## src/core/eia_pkg.sv

```systemverilog
// Constants, register map and state type of the nonvolatile indirect access block
package eia_pkg;
	// ----------------------------------------
	// Register offsets
	// ----------------------------------------
	localparam logic [7:0] NVM_WORD_INDEX_OFS = 8'h40;
	localparam logic [7:0] NVM_DATA_LOW_OFS = 8'h42;
	localparam logic [7:0] NVM_DATA_HIGH_OFS = 8'h43;
	localparam logic [7:0] NVM_OPERATION_CONTROL_OFS = 8'h44;
	localparam logic [7:0] NVM_ENABLE_CONTROL_OFS = 8'h45;
	localparam logic [7:0] NVM_PULSE_CONTROL_OFS = 8'h46;
	localparam logic [7:0] FN_SPAN = 8'h40;
	localparam logic [7:0] RESET_BYTE = 8'h00;
	// ----------------------------------------
	// Field positions
	// ----------------------------------------
	localparam int ACTIVITY_BIT = 7;
	localparam int BLOCK_ERASE_BIT = 6;
	localparam int ADDRESS_ERASE_BIT = 5;
	localparam int BLOCK_WRITE_BIT = 4;
	localparam int BATCH_WRITE_BIT = 3;
	localparam int SINGLE_WRITE_BIT = 2;
	localparam int BATCH_READ_BIT = 1;
	localparam int SINGLE_READ_BIT = 0;
	localparam logic [6:0] REQUEST_MASK = 7'h7F;
	localparam int ENABLED_STATUS_BIT = 7;
	localparam int PUMP_STATUS_BIT = 6;
	localparam int DISABLE_BIT = 1;
	localparam int ENABLE_BIT = 0;
	localparam int PULSE_BIT = 0;
	localparam logic [7:0] PULSE_KEEP_MASK = 8'hE1;
	// ----------------------------------------
	// Timing and sizes
	// ----------------------------------------
	localparam logic [8:0] WAIT_CYCLES = 9'h00A;
	localparam logic [9:0] LOAD_CYCLES = 10'h200;
	localparam logic [3:0] LOAD_PHASE = 4'h0;
	localparam logic [8:0] READ_CYCLES = 9'h004;
	localparam logic [8:0] FN_WORDS = 9'h020;
	localparam logic [8:0] NVM_WORDS = 9'h100;
	localparam logic [15:0] ERASED_WORD = 16'hFFFF;

	typedef enum logic [2:0] {
		EIA_ST_WAIT,
		EIA_ST_LOAD,
		EIA_ST_IDLE,
		EIA_ST_READ,
		EIA_ST_PULSE_HI,
		EIA_ST_PULSE_LO,
		EIA_ST_SWEEP
	} eia_state_t;
endpackage

```

## src/core/eia_core.sv

```systemverilog
// Register-indirect access controller for the on-chip nonvolatile word array
// Summary of operation
// After reset the array contents are copied into the function registers unprompted.
// Host reaches the array only through index, data and control registers.
// Word index register at 40h, eight bits, read/write, resets to 00h.
// Sixteen-bit word: low byte at 42h, high byte at 43h, both directions.
// Bit 7 at 44h reads 1 while an operation runs, else 0.
// Bits 6..0 at 44h request the seven array operations.
// Several requests at once: only the highest priority one executes.
// Block erase request bit reads 1 while the block erase runs.
// Address erase clears only the word selected by the index register.
// Host sets enable before array operations and disable afterwards.
// Host holds the pulse bit high 4 to 8 ms, then clears it; the test host holds it only about 2 us.
// Single read request bit stays 1 during transfer, clears when done.
// Wait 10 cycles after reset, then the power-on array read takes 512.
// Activity flag rises on acceptance, falls when the whole operation ends.
module eia_core
	import eia_pkg::*;
(
	input wire logic sys_clk_i,
	input wire logic reset_i,
	input wire logic [7:0] reg_addr_i,
	input wire logic [7:0] reg_wdata_i,
	input wire logic reg_wr_i,
	input wire logic reg_rd_i,
	output logic [7:0] reg_rdata_o,
	output logic array_activity_flag_o
);
	// ----------------------------------------
	// Storage
	// ----------------------------------------
	logic [15:0] nvm_mem [256];
	logic [7:0] fn_reg [64];

	eia_state_t state_reg, state_next;
	logic [8:0] cnt_reg, cnt_next;
	logic [7:0] nvm_word_index_reg, nvm_word_index_next;
	logic [15:0] data_reg, data_next;
	logic [6:0] op_reg, op_next;
	logic busy_reg, busy_next;
	logic enabled_reg, enabled_next;
	logic [7:0] pulse_reg, pulse_next;
	logic [7:0] rdata_reg, rdata_next;

	logic mem_we;
	logic [7:0] mem_addr;
	logic [15:0] mem_wdata;
	logic load_we;
	logic host_fn_we;
	logic abort;
	logic done;
	logic [7:0] rd_val;
	logic [4:0] fn_word;

	// Lowest set bit wins, so a single read outranks every other request
	function automatic logic [6:0] pick_op(input logic [6:0] req);
		pick_op = req & (~req + 7'h01);
	endfunction

	// Host write and read at a given offset
	function automatic logic hit(input logic [7:0] a, input logic [7:0] ofs);
		hit = (a == ofs);
	endfunction

	assign fn_word = cnt_reg[8:4];

	// ----------------------------------------
	// Register read mux
	// ----------------------------------------
	always_comb begin
		rd_val = RESET_BYTE;
		if (reg_addr_i < FN_SPAN) begin
			rd_val = fn_reg[reg_addr_i[5:0]];
		end else if (hit(reg_addr_i, NVM_WORD_INDEX_OFS)) begin
			rd_val = nvm_word_index_reg;
		end else if (hit(reg_addr_i, NVM_DATA_LOW_OFS)) begin
			rd_val = data_reg[7:0];
		end else if (hit(reg_addr_i, NVM_DATA_HIGH_OFS)) begin
			rd_val = data_reg[15:8];
		end else if (hit(reg_addr_i, NVM_OPERATION_CONTROL_OFS)) begin
			rd_val = {busy_reg, op_reg};
		end else if (hit(reg_addr_i, NVM_ENABLE_CONTROL_OFS)) begin
			rd_val[ENABLED_STATUS_BIT] = enabled_reg;
			rd_val[PUMP_STATUS_BIT] = (state_reg == EIA_ST_PULSE_LO) && pulse_reg[PULSE_BIT];
		end else if (hit(reg_addr_i, NVM_PULSE_CONTROL_OFS)) begin
			rd_val = pulse_reg;
		end
	end

	// ----------------------------------------
	// Next-state logic
	// ----------------------------------------
	always_comb begin
		state_next = state_reg;
		cnt_next = cnt_reg;
		nvm_word_index_next = nvm_word_index_reg;
		data_next = data_reg;
		op_next = op_reg;
		busy_next = busy_reg;
		enabled_next = enabled_reg;
		pulse_next = pulse_reg;
		rdata_next = reg_rd_i ? rd_val : rdata_reg;
		mem_we = 1'b0;
		mem_addr = nvm_word_index_reg;
		mem_wdata = data_reg;
		load_we = 1'b0;
		host_fn_we = 1'b0;
		done = 1'b0;
		abort = reg_wr_i && hit(reg_addr_i, NVM_OPERATION_CONTROL_OFS) && (reg_wdata_i == RESET_BYTE);

		// Host writes; apart from the power-on load the array is only reached through these
		if (reg_wr_i) begin
			if (reg_addr_i < FN_SPAN) begin
				host_fn_we = 1'b1;
			end else if (hit(reg_addr_i, NVM_WORD_INDEX_OFS)) begin
				nvm_word_index_next = reg_wdata_i;
			end else if (hit(reg_addr_i, NVM_DATA_LOW_OFS)) begin
				data_next[7:0] = reg_wdata_i;
			end else if (hit(reg_addr_i, NVM_DATA_HIGH_OFS)) begin
				data_next[15:8] = reg_wdata_i;
			end else if (hit(reg_addr_i, NVM_ENABLE_CONTROL_OFS)) begin
				// Disable wins if both bits come together
				if (reg_wdata_i[ENABLE_BIT]) begin
					enabled_next = 1'b1;
				end
				if (reg_wdata_i[DISABLE_BIT]) begin
					enabled_next = 1'b0;
				end
			end else if (hit(reg_addr_i, NVM_PULSE_CONTROL_OFS)) begin
				pulse_next = reg_wdata_i & PULSE_KEEP_MASK;
			end else if (hit(reg_addr_i, NVM_OPERATION_CONTROL_OFS)) begin
				// Requests are ignored while busy or before the host enables access
				if (state_reg == EIA_ST_IDLE && enabled_reg &&
					(reg_wdata_i[6:0] & REQUEST_MASK) != 7'h00) begin
					op_next = pick_op(reg_wdata_i[6:0]);
					busy_next = 1'b1;
					cnt_next = '0;
					if (op_next[SINGLE_READ_BIT]) begin
						state_next = EIA_ST_READ;
					end else if (op_next[BATCH_READ_BIT]) begin
						state_next = EIA_ST_LOAD;
					end else begin
						state_next = EIA_ST_PULSE_HI;
					end
				end
			end
		end

		unique case (state_reg)
			EIA_ST_WAIT: begin
				cnt_next = cnt_reg + 9'h001;
				if (cnt_reg == WAIT_CYCLES - 9'h001) begin
					state_next = EIA_ST_LOAD;
					cnt_next = '0;
					busy_next = 1'b1;
				end
			end
			EIA_ST_LOAD: begin
				// One word every sixteen cycles fills the span in exactly 512
				load_we = (cnt_reg[3:0] == LOAD_PHASE);
				cnt_next = cnt_reg + 9'h001;
				if ({1'b0, cnt_reg} == LOAD_CYCLES - 10'h001) begin
					done = 1'b1;
				end
			end
			EIA_ST_IDLE: begin
			end
			EIA_ST_READ: begin
				cnt_next = cnt_reg + 9'h001;
				if (cnt_reg == READ_CYCLES - 9'h001) begin
					data_next = nvm_mem[nvm_word_index_reg];
					done = 1'b1;
				end
			end
			EIA_ST_PULSE_HI: begin
				if (abort) begin
					done = 1'b1;
				end else if (pulse_reg[PULSE_BIT]) begin
					state_next = EIA_ST_PULSE_LO;
				end
			end
			EIA_ST_PULSE_LO: begin
				// Programming takes effect when the host ends the pulse
				if (abort) begin
					done = 1'b1;
				end else if (!pulse_reg[PULSE_BIT]) begin
					if (op_reg[SINGLE_WRITE_BIT]) begin
						mem_we = 1'b1;
						done = 1'b1;
					end else if (op_reg[ADDRESS_ERASE_BIT]) begin
						mem_we = 1'b1;
						mem_wdata = ERASED_WORD;
						done = 1'b1;
					end else if (op_reg[BATCH_WRITE_BIT]) begin
						mem_we = 1'b1;
						mem_addr = cnt_reg[7:0];
						mem_wdata = {fn_reg[{cnt_reg[4:0], 1'b1}], fn_reg[{cnt_reg[4:0], 1'b0}]};
						cnt_next = cnt_reg + 9'h001;
						if (cnt_reg == FN_WORDS - 9'h001) begin
							done = 1'b1;
						end else begin
							state_next = EIA_ST_PULSE_HI;
						end
					end else begin
						state_next = EIA_ST_SWEEP;
						cnt_next = '0;
					end
				end
			end
			EIA_ST_SWEEP: begin
				// Block operations walk the array one word per cycle
				mem_we = 1'b1;
				mem_addr = cnt_reg[7:0];
				mem_wdata = op_reg[BLOCK_WRITE_BIT] ? data_reg : ERASED_WORD;
				cnt_next = cnt_reg + 9'h001;
				if (cnt_reg == NVM_WORDS - 9'h001) begin
					done = 1'b1;
				end
			end
		endcase

		if (done) begin
			state_next = EIA_ST_IDLE;
			op_next = '0;
			busy_next = 1'b0;
			cnt_next = '0;
		end
	end

	// ----------------------------------------
	// State registers
	// ----------------------------------------
	always_ff @(posedge sys_clk_i) begin
		if (reset_i) begin
			state_reg <= EIA_ST_WAIT;
			cnt_reg <= '0;
			nvm_word_index_reg <= RESET_BYTE;
			data_reg <= {RESET_BYTE, RESET_BYTE};
			op_reg <= '0;
			busy_reg <= 1'b0;
			enabled_reg <= 1'b0;
			pulse_reg <= RESET_BYTE;
			rdata_reg <= RESET_BYTE;
		end else begin
			state_reg <= state_next;
			cnt_reg <= cnt_next;
			nvm_word_index_reg <= nvm_word_index_next;
			data_reg <= data_next;
			op_reg <= op_next;
			busy_reg <= busy_next;
			enabled_reg <= enabled_next;
			pulse_reg <= pulse_next;
			rdata_reg <= rdata_next;
		end
	end

	// ----------------------------------------
	// Array and function registers
	// ----------------------------------------
	// The array has no reset: its contents are meant to survive power cycles
	always_ff @(posedge sys_clk_i) begin
		if (mem_we) begin
			nvm_mem[mem_addr] <= mem_wdata;
		end
	end

	always_ff @(posedge sys_clk_i) begin
		if (reset_i) begin
			for (int i = 0; i < 64; i++) begin
				fn_reg[i] <= RESET_BYTE;
			end
		end else if (load_we) begin
			fn_reg[{fn_word, 1'b0}] <= nvm_mem[{3'h0, fn_word}][7:0];
			fn_reg[{fn_word, 1'b1}] <= nvm_mem[{3'h0, fn_word}][15:8];
		end else if (host_fn_we) begin
			fn_reg[reg_addr_i[5:0]] <= reg_wdata_i;
		end
	end

	assign reg_rdata_o = rdata_reg;
	assign array_activity_flag_o = busy_reg;
endmodule // eia_core

```

## config.mk

```make
export PLATFORM = sky130hd
export DESIGN_NAME = eia_core
export DESIGN_NICKNAME = d
export VERILOG_FILES = /design/src/core/eia_pkg.sv /design/src/core/eia_core.sv
export SDC_FILE = /design/constraint.sdc
export NUM_CORES = 2
export LEC_CHECK = 0
export BUFFER_PORTS_ARGS = -buffer_cell sky130_fd_sc_hd__buf_2
export CORE_MARGIN = 1
export CORE_UTILIZATION = 50
export CTS_CLUSTER_DIAMETER = 100
export CTS_CLUSTER_SIZE = 14
export DETAILED_ROUTE_END_ITERATION = 8
export PLACE_DENSITY_LB_ADDON = 0.25
export SYNTH_ARGS = -nofsm -noshare
export SYNTH_HDL_FRONTEND = slang
export SYNTH_MEMORY_MAX_BITS = 65536
export SYNTH_SLANG_ARGS = --single-unit
```

## constraint.sdc

```tcl
create_clock -name sys_clk_i -period 15.4 [get_ports sys_clk_i]
set_clock_uncertainty 0.2 [all_clocks]
set_input_delay 3.08 -clock sys_clk_i [delete_from_list [all_inputs] [get_ports sys_clk_i]]
set_output_delay 3.08 -clock sys_clk_i [all_outputs]
set_load 0.01 [all_outputs]
```

## Word-level counts from Yosys, hierarchy flattened

Memories as Yosys holds them, arrays and structs flattened. A register that Yosys moved wholly into a read port is not among the register bits.
Index checks and enable logic that the tools add are counted.

| word-level totals | value |
|---|---|
| memories | 2 |
| word-level logic and storage cells | 184 |
| RAM bits | 4608 |
| register bits after elaboration | 57 |

| operators by class | value |
|---|---|
| $add $sub $neg | 2 |
| muxes and demuxes | 125 |
| equality and inequality tests | 17 |
| magnitude comparators | 1 |
| reductions and logical operators | 19 |
| bitwise gates (word level) | 8 |

Memory list:

| memory | depth | width | read ports | clocked after memory_dff | wr ports | line | RTL |
|---|---|---|---|---|---|---|---|
| nvm_mem | 256 | 16 | 2 | 2 | 1 | eia_core.sv:32 | `logic [15:0] nvm_mem [256];` |
| fn_reg | 64 | 8 | 3 | 2 | 64 | eia_core.sv:33 | `logic [7:0] fn_reg [64];` |

Operators with widths:

| operator | count |
|---|---|
| $mux 16 | 11 |
| $mux 8 | 20 |
| $mux 9 | 15 |
| $mux 3 | 20 |
| $eq 8x7->1 const B | 6 |
| $mux 1 | 45 |
| $mux 6 | 6 |
| $pmux 16 s2 | 1 |
| $pmux 9 s3 | 1 |
| $reduce_or 8->1 | 3 |
| $pmux 8 s2 | 1 |
| $reduce_and 7->1 | 2 |
| $add 9x1->9 const B | 1 |
| $eq 3x3->1 const B | 3 |
| $eq 9x2->1 const B | 1 |
| $eq 9x4->1 const B | 1 |
| $eq 9x5->1 const B | 1 |
| $eq 9x8->1 const B | 1 |
| $eq 9x9->1 const B | 1 |
| $pmux 3 s3 | 1 |
| $reduce_and 9->1 | 1 |
| $logic_not 8->1 | 1 |
| $lt 8x7->1 const B | 1 |
| $add 7x1->7 const B | 1 |
| other kinds (16) | 27 |

## Depth between registers and ports, before layout

| logic depth | value |
|---|---|
| depth after elaboration | 22 |
| mapped depth | 13 |
| depth with buffers taken out | 8 |

## Worst setup path before layout

No wires, ideal clock.

| timing | value |
|---|---|
| path type | input port to flip-flop |
| start point | input port reg_addr_i[2] |
| end point | memory nvm_mem[0][2], data pin |
| path buffers | 2 |
| library setup time | 1.575 ns |
| required time | 13.625 ns |
| setup slack | 2.062 ns |
| arrival time | 11.562 ns |
| stages | 9 |
| cell sequence | buf_2 > nand2b_1 > clkbuf_1 > nor4_1 > nand3_1 > nand2_1 > o32ai_1 > nor2_1 > a21oi_1 |

| on the way | value |
|---|---|
| cells in the longest elaborated chain, start to end | 5 |

RTL lines:

| item | line | RTL |
|---|---|---|
| start, declared | eia_core.sv:22 | `input wire logic [7:0] reg_addr_i,` |
| $eq 8x7->1 | eia_core.sv:62 | `hit = (a == ofs);` |
| $logic_and 1x1->1 (2 in series) | eia_core.sv:109 | `abort = reg_wr_i && hit(reg_addr_i, NVM_OPERATION_CONTROL_OFS) && (reg_wdata_i == RESET_BYTE);` |
| $mux 16 | eia_core.sv:184 | `if (abort) begin` |
| $pmux 16 s2 | eia_core.sv:149 | `unique case (state_reg)` |
| net mem_wdata[2] | eia_core.sv:47 | `logic [15:0] mem_wdata;` |
| end, declared | eia_core.sv:32 |  |

The timed path passes the listed nets, and every way through them passes these cells.

## Worst setup path in the final report

| timing | value |
|---|---|
| start point | input port reg_addr_i[2] |
| end point | memory nvm_mem[229][13], data pin |

Same word-level chain as after synthesis.

==> results.json <==
{
  "r2r_setup_slack_ns": 8.60,
  "synth_top_family_by_area": "multiplexers",
  "cts_tree": "built",
  "cp_top_family": "buffers and inverters",
  "m1WireLength_um": 217100,
  "power_density_nw_per_um2": 109.0,
  "arrival_ns": 8.36,
  "grt.overflow.total": 0,
  "grt_pass1_wl_um": 826600,
  "grt_usage_pct": 30.04,
  "gp_congestion": 0.9732,
  "critPathLaunchType": "input pin",
  "clock-root-buffer": "clkbuf_16",
  "async_flop_share_pct": 0,
  "fmax_ghz": 0.1259,
  "placed_area_um2": 202300,
  "grt_start_max_net_pins": 200,
  "cts_buffer_depth": 4,
  "synth_compound_area_share_pct": 5.560,
  "cts_resized": 0,
  "max-vdd-ir-drop_v": 0.0001189,
  "path_cells": "buf_2 -> buf_4 -> nand2b_1 -> or4_4 -> o2111ai_4 -> nor3_2 -> buf_4 -> a21oi_4 -> buf_4 -> buf_4",
  "vias": 108100,
  "tightest_slew_ns": 1.415,
  "postRouteAntennaNets": 0,
  "die-area_um2": 391400,
  "worstSetupPathType": "in -> reg",
  "clock_sinks": 4673,
  "final_common_cell": "edfxtp_1",
  "largest_reg_flops": 4096,
  "worst_slack_ns": 7.455,
  "finalNonFillerCells": 15560,
  "finalCritPeriodShare_pct": 51.59,
  "clockPowerShare_pct": 37.8,
  "max_slew_margin_pct": 5.445,
  "core_um2": 386300,
  "num_rows": 228,
  "dr.first_iter.drc_count": 16880,
  "ys_seq_elements": 4673,
  "route.met2.wl_um": 274900,
  "viasPerCell": 6.947,
  "cp_slowest_cell": "a21oi_4",
  "drc_errors": 0,
  "fin_area_um2": 212300,
  "synth_fa_ha_area_share_pct": 0.01930,
  "synth_area_um2": 194500,
  "fp.dieH_um": 625.6,
  "ys.flop_type": "edfxtp_1",
  "min_to": "op_reg[0]",
  "hold_viol_final": 0,
  "outcome": "finished clean",
  "ios": 29,
  "wl_met3_um": 69460,
  "area_growth_pct": 9.191,
  "synth-simple-area-share_pct": 3.493,
  "critPathBufInv": 5,
  "routed.top_layer": "met5",
  "final_max_slew_viol_count": 0,
  "r2r.worst_path.cells": 9,
  "setup_violations": 0,
  "grt_pass1_vias": 105700,
  "ctsHoldBuffers": 0,
  "worst_path_most_repeated_cell": "buf_4",
  "synthesis.nets": 10170,
  "cts_made_buffers": 372,
  "r2r-end": "data_reg[11]",
  "ys_seq_area_share_pct": 71.83,
  "period_minus_slack_ns": 7.945,
  "worstHoldStart": "op_reg[0]",
  "layout_common_cells": "edfxtp_1, mux4_2, nor2_1, buf_4, mux2i_1",
  "drt_wl_total_um": 594100,
  "port-buffer-count": 28,
  "start_util_pct": 50.34,
  "p_leak_uw": 0.06518,
  "synthMuxAreaShare_pct": 17.40,
  "preCtsSetupSlack_ns": 6.384,
  "power.switching_uw": 4684,
  "end_kind": "flip-flop",
  "netlist_instances": 10150,
  "syn_avg_cell_area_um2": 19.16,
  "hold-path-cell-count": 2,
  "switching_share_pct": 20.24,
  "antenna_found_initial": 35,
  "drive_gt1_share_pct": 23.10,
  "wire_per_inst_um": 38.19,
  "rsz0062_at_grt": "no",
  "synth_edf_count": 4608,
  "yosysWarnings": 0,
  "seq_power_share_pct": 60.0,
  "required_ns": 15.81,
  "fin_setup_tns_ns": 0,
  "die_x_um": 625.6,
  "hold_class": "reg -> reg",
  "critPathMaxFanout": 81,
  "cap_violations": 0,
  "cts_setup_buffers": 0,
  "hpwl_um": 369100,
  "clkTransAtPathRegs_ns": 0.07,
  "first_pass_iters": 6,
  "slowest_delay_ns": 0.97,
  "synth-xor-area-share_pct": 0.004504,
  "clk_latency_ns": 1.01,
  "ctsHtreeMaxLevel": 5,
  "yosysUniqueCellTypes": 79,
  "internal_power_uw": 18460,
  "dp_cells": 15100,
  "fin_nets": 10320,
  "combPwrFrac_pct": 2.2
}
## cells in the mapped netlist (all sizes together), types with 55 or more instances
| cell | count | share of area (%) |
|---|---|---|
| o211ai | 55 | 0.21 |
| mux4 | 1264 | 15 |
| a22oi | 214 | 0.83 |
| a22o | 451 | 2.0 |
| nand3 | 93 | 0.29 |
| nor2 | 519 | 1.0 |
| edfxtp | 4608 | 71 |
| buf | 366 | 0.93 |
| mux2i | 464 | 2.4 |
| clkbuf | 382 | 0.74 |
| nand2 | 385 | 0.75 |
| a21oi | 171 | 0.44 |
| o21ai | 193 | 0.50 |
| dfxtp | 65 | 0.67 |
| o22ai | 109 | 0.35 |
| nor3 | 102 | 0.26 |
| or3 | 71 | 0.23 |
## per-layer routing
metal  vias up  global-route usage, %
met5         -                      0
met2      7292                  46.28
met3      1253                  7.787
li1      42590                      -
met1     56900                  40.50
met4        24                  13.62
## layout make-up
cell class | instances | area, µm²
Fill cell | 29170 | 173900
Sequential cell | 4673 | 139700
Multi-Input combinational cell | 4709 | 51890
Clock buffer | 421 | 9663
Tap cell | 5175 | 6475
Timing Repair Buffer | 524 | 4168
Clock inverter | 20 | 311.5
Inverter | 18 | 71.32
Antenna cell | 16 | 40.04
## logic make-up after synthesis
kind of cell | after synthesis
buffers and inverters | 766
flip-flops | 4673
multiplexers | 1782
XOR/XNOR | 1
AND/OR/NAND/NOR | 1450
adder cells (fa/ha/maj) | 3
AO/OA/AOI/OAI | 1473
## worst register-to-register path, stage by stage (launching register included)
cell and delay [ns]:
dfxtp_4 0.79, buf_4 0.76, buf_4 0.86, buf_12 0.49, mux4_2 0.94, a22oi_1 0.53, a21oi_1 0.23, or4_1 0.82
a41oi_1 0.85, a221oi_1 0.18
## worst max path at each step
stage                             start  cells past startpoint               end
final                     reg_addr_i[2]                     10  nvm_mem[229][13]
after global routing      reg_addr_i[2]                     10  nvm_mem[230][13]
after CTS                 reg_addr_i[2]                     10  nvm_mem[229][13]
after detailed placement  reg_addr_i[2]                     10   nvm_mem[48][13]
after global placement    reg_addr_i[2]                     10   nvm_mem[48][13]
after floorplan           reg_addr_i[2]                      9     nvm_mem[0][2]
## power by group through the flow
stage / logic (µW) / clock network [µW] / registers (µW)
6_report: 510 / 8740 / 13900
5_1_grt: 513 / 9210 / 13900
4_1_cts: 488 / 8810 / 13900
3_5_place_dp: 485 / 0 / 14200
3_3_place_gp: 483 / 0 / 14200
2_1_floorplan: 301 / 0 / 14100
## metrics by stage
stage                     power (µW)  hold slack [ns]  util, %
after floorplan                14440           0.2322        -
after global placement         14650           0.2606    52.37
after detailed placement       14650           0.2616    52.37
after CTS                      23190           0.2718    54.96
after global routing           23610           0.2893    54.96
final                          23140           0.2740    54.97
No activity file was read; power rests on OpenSTA's default activity.
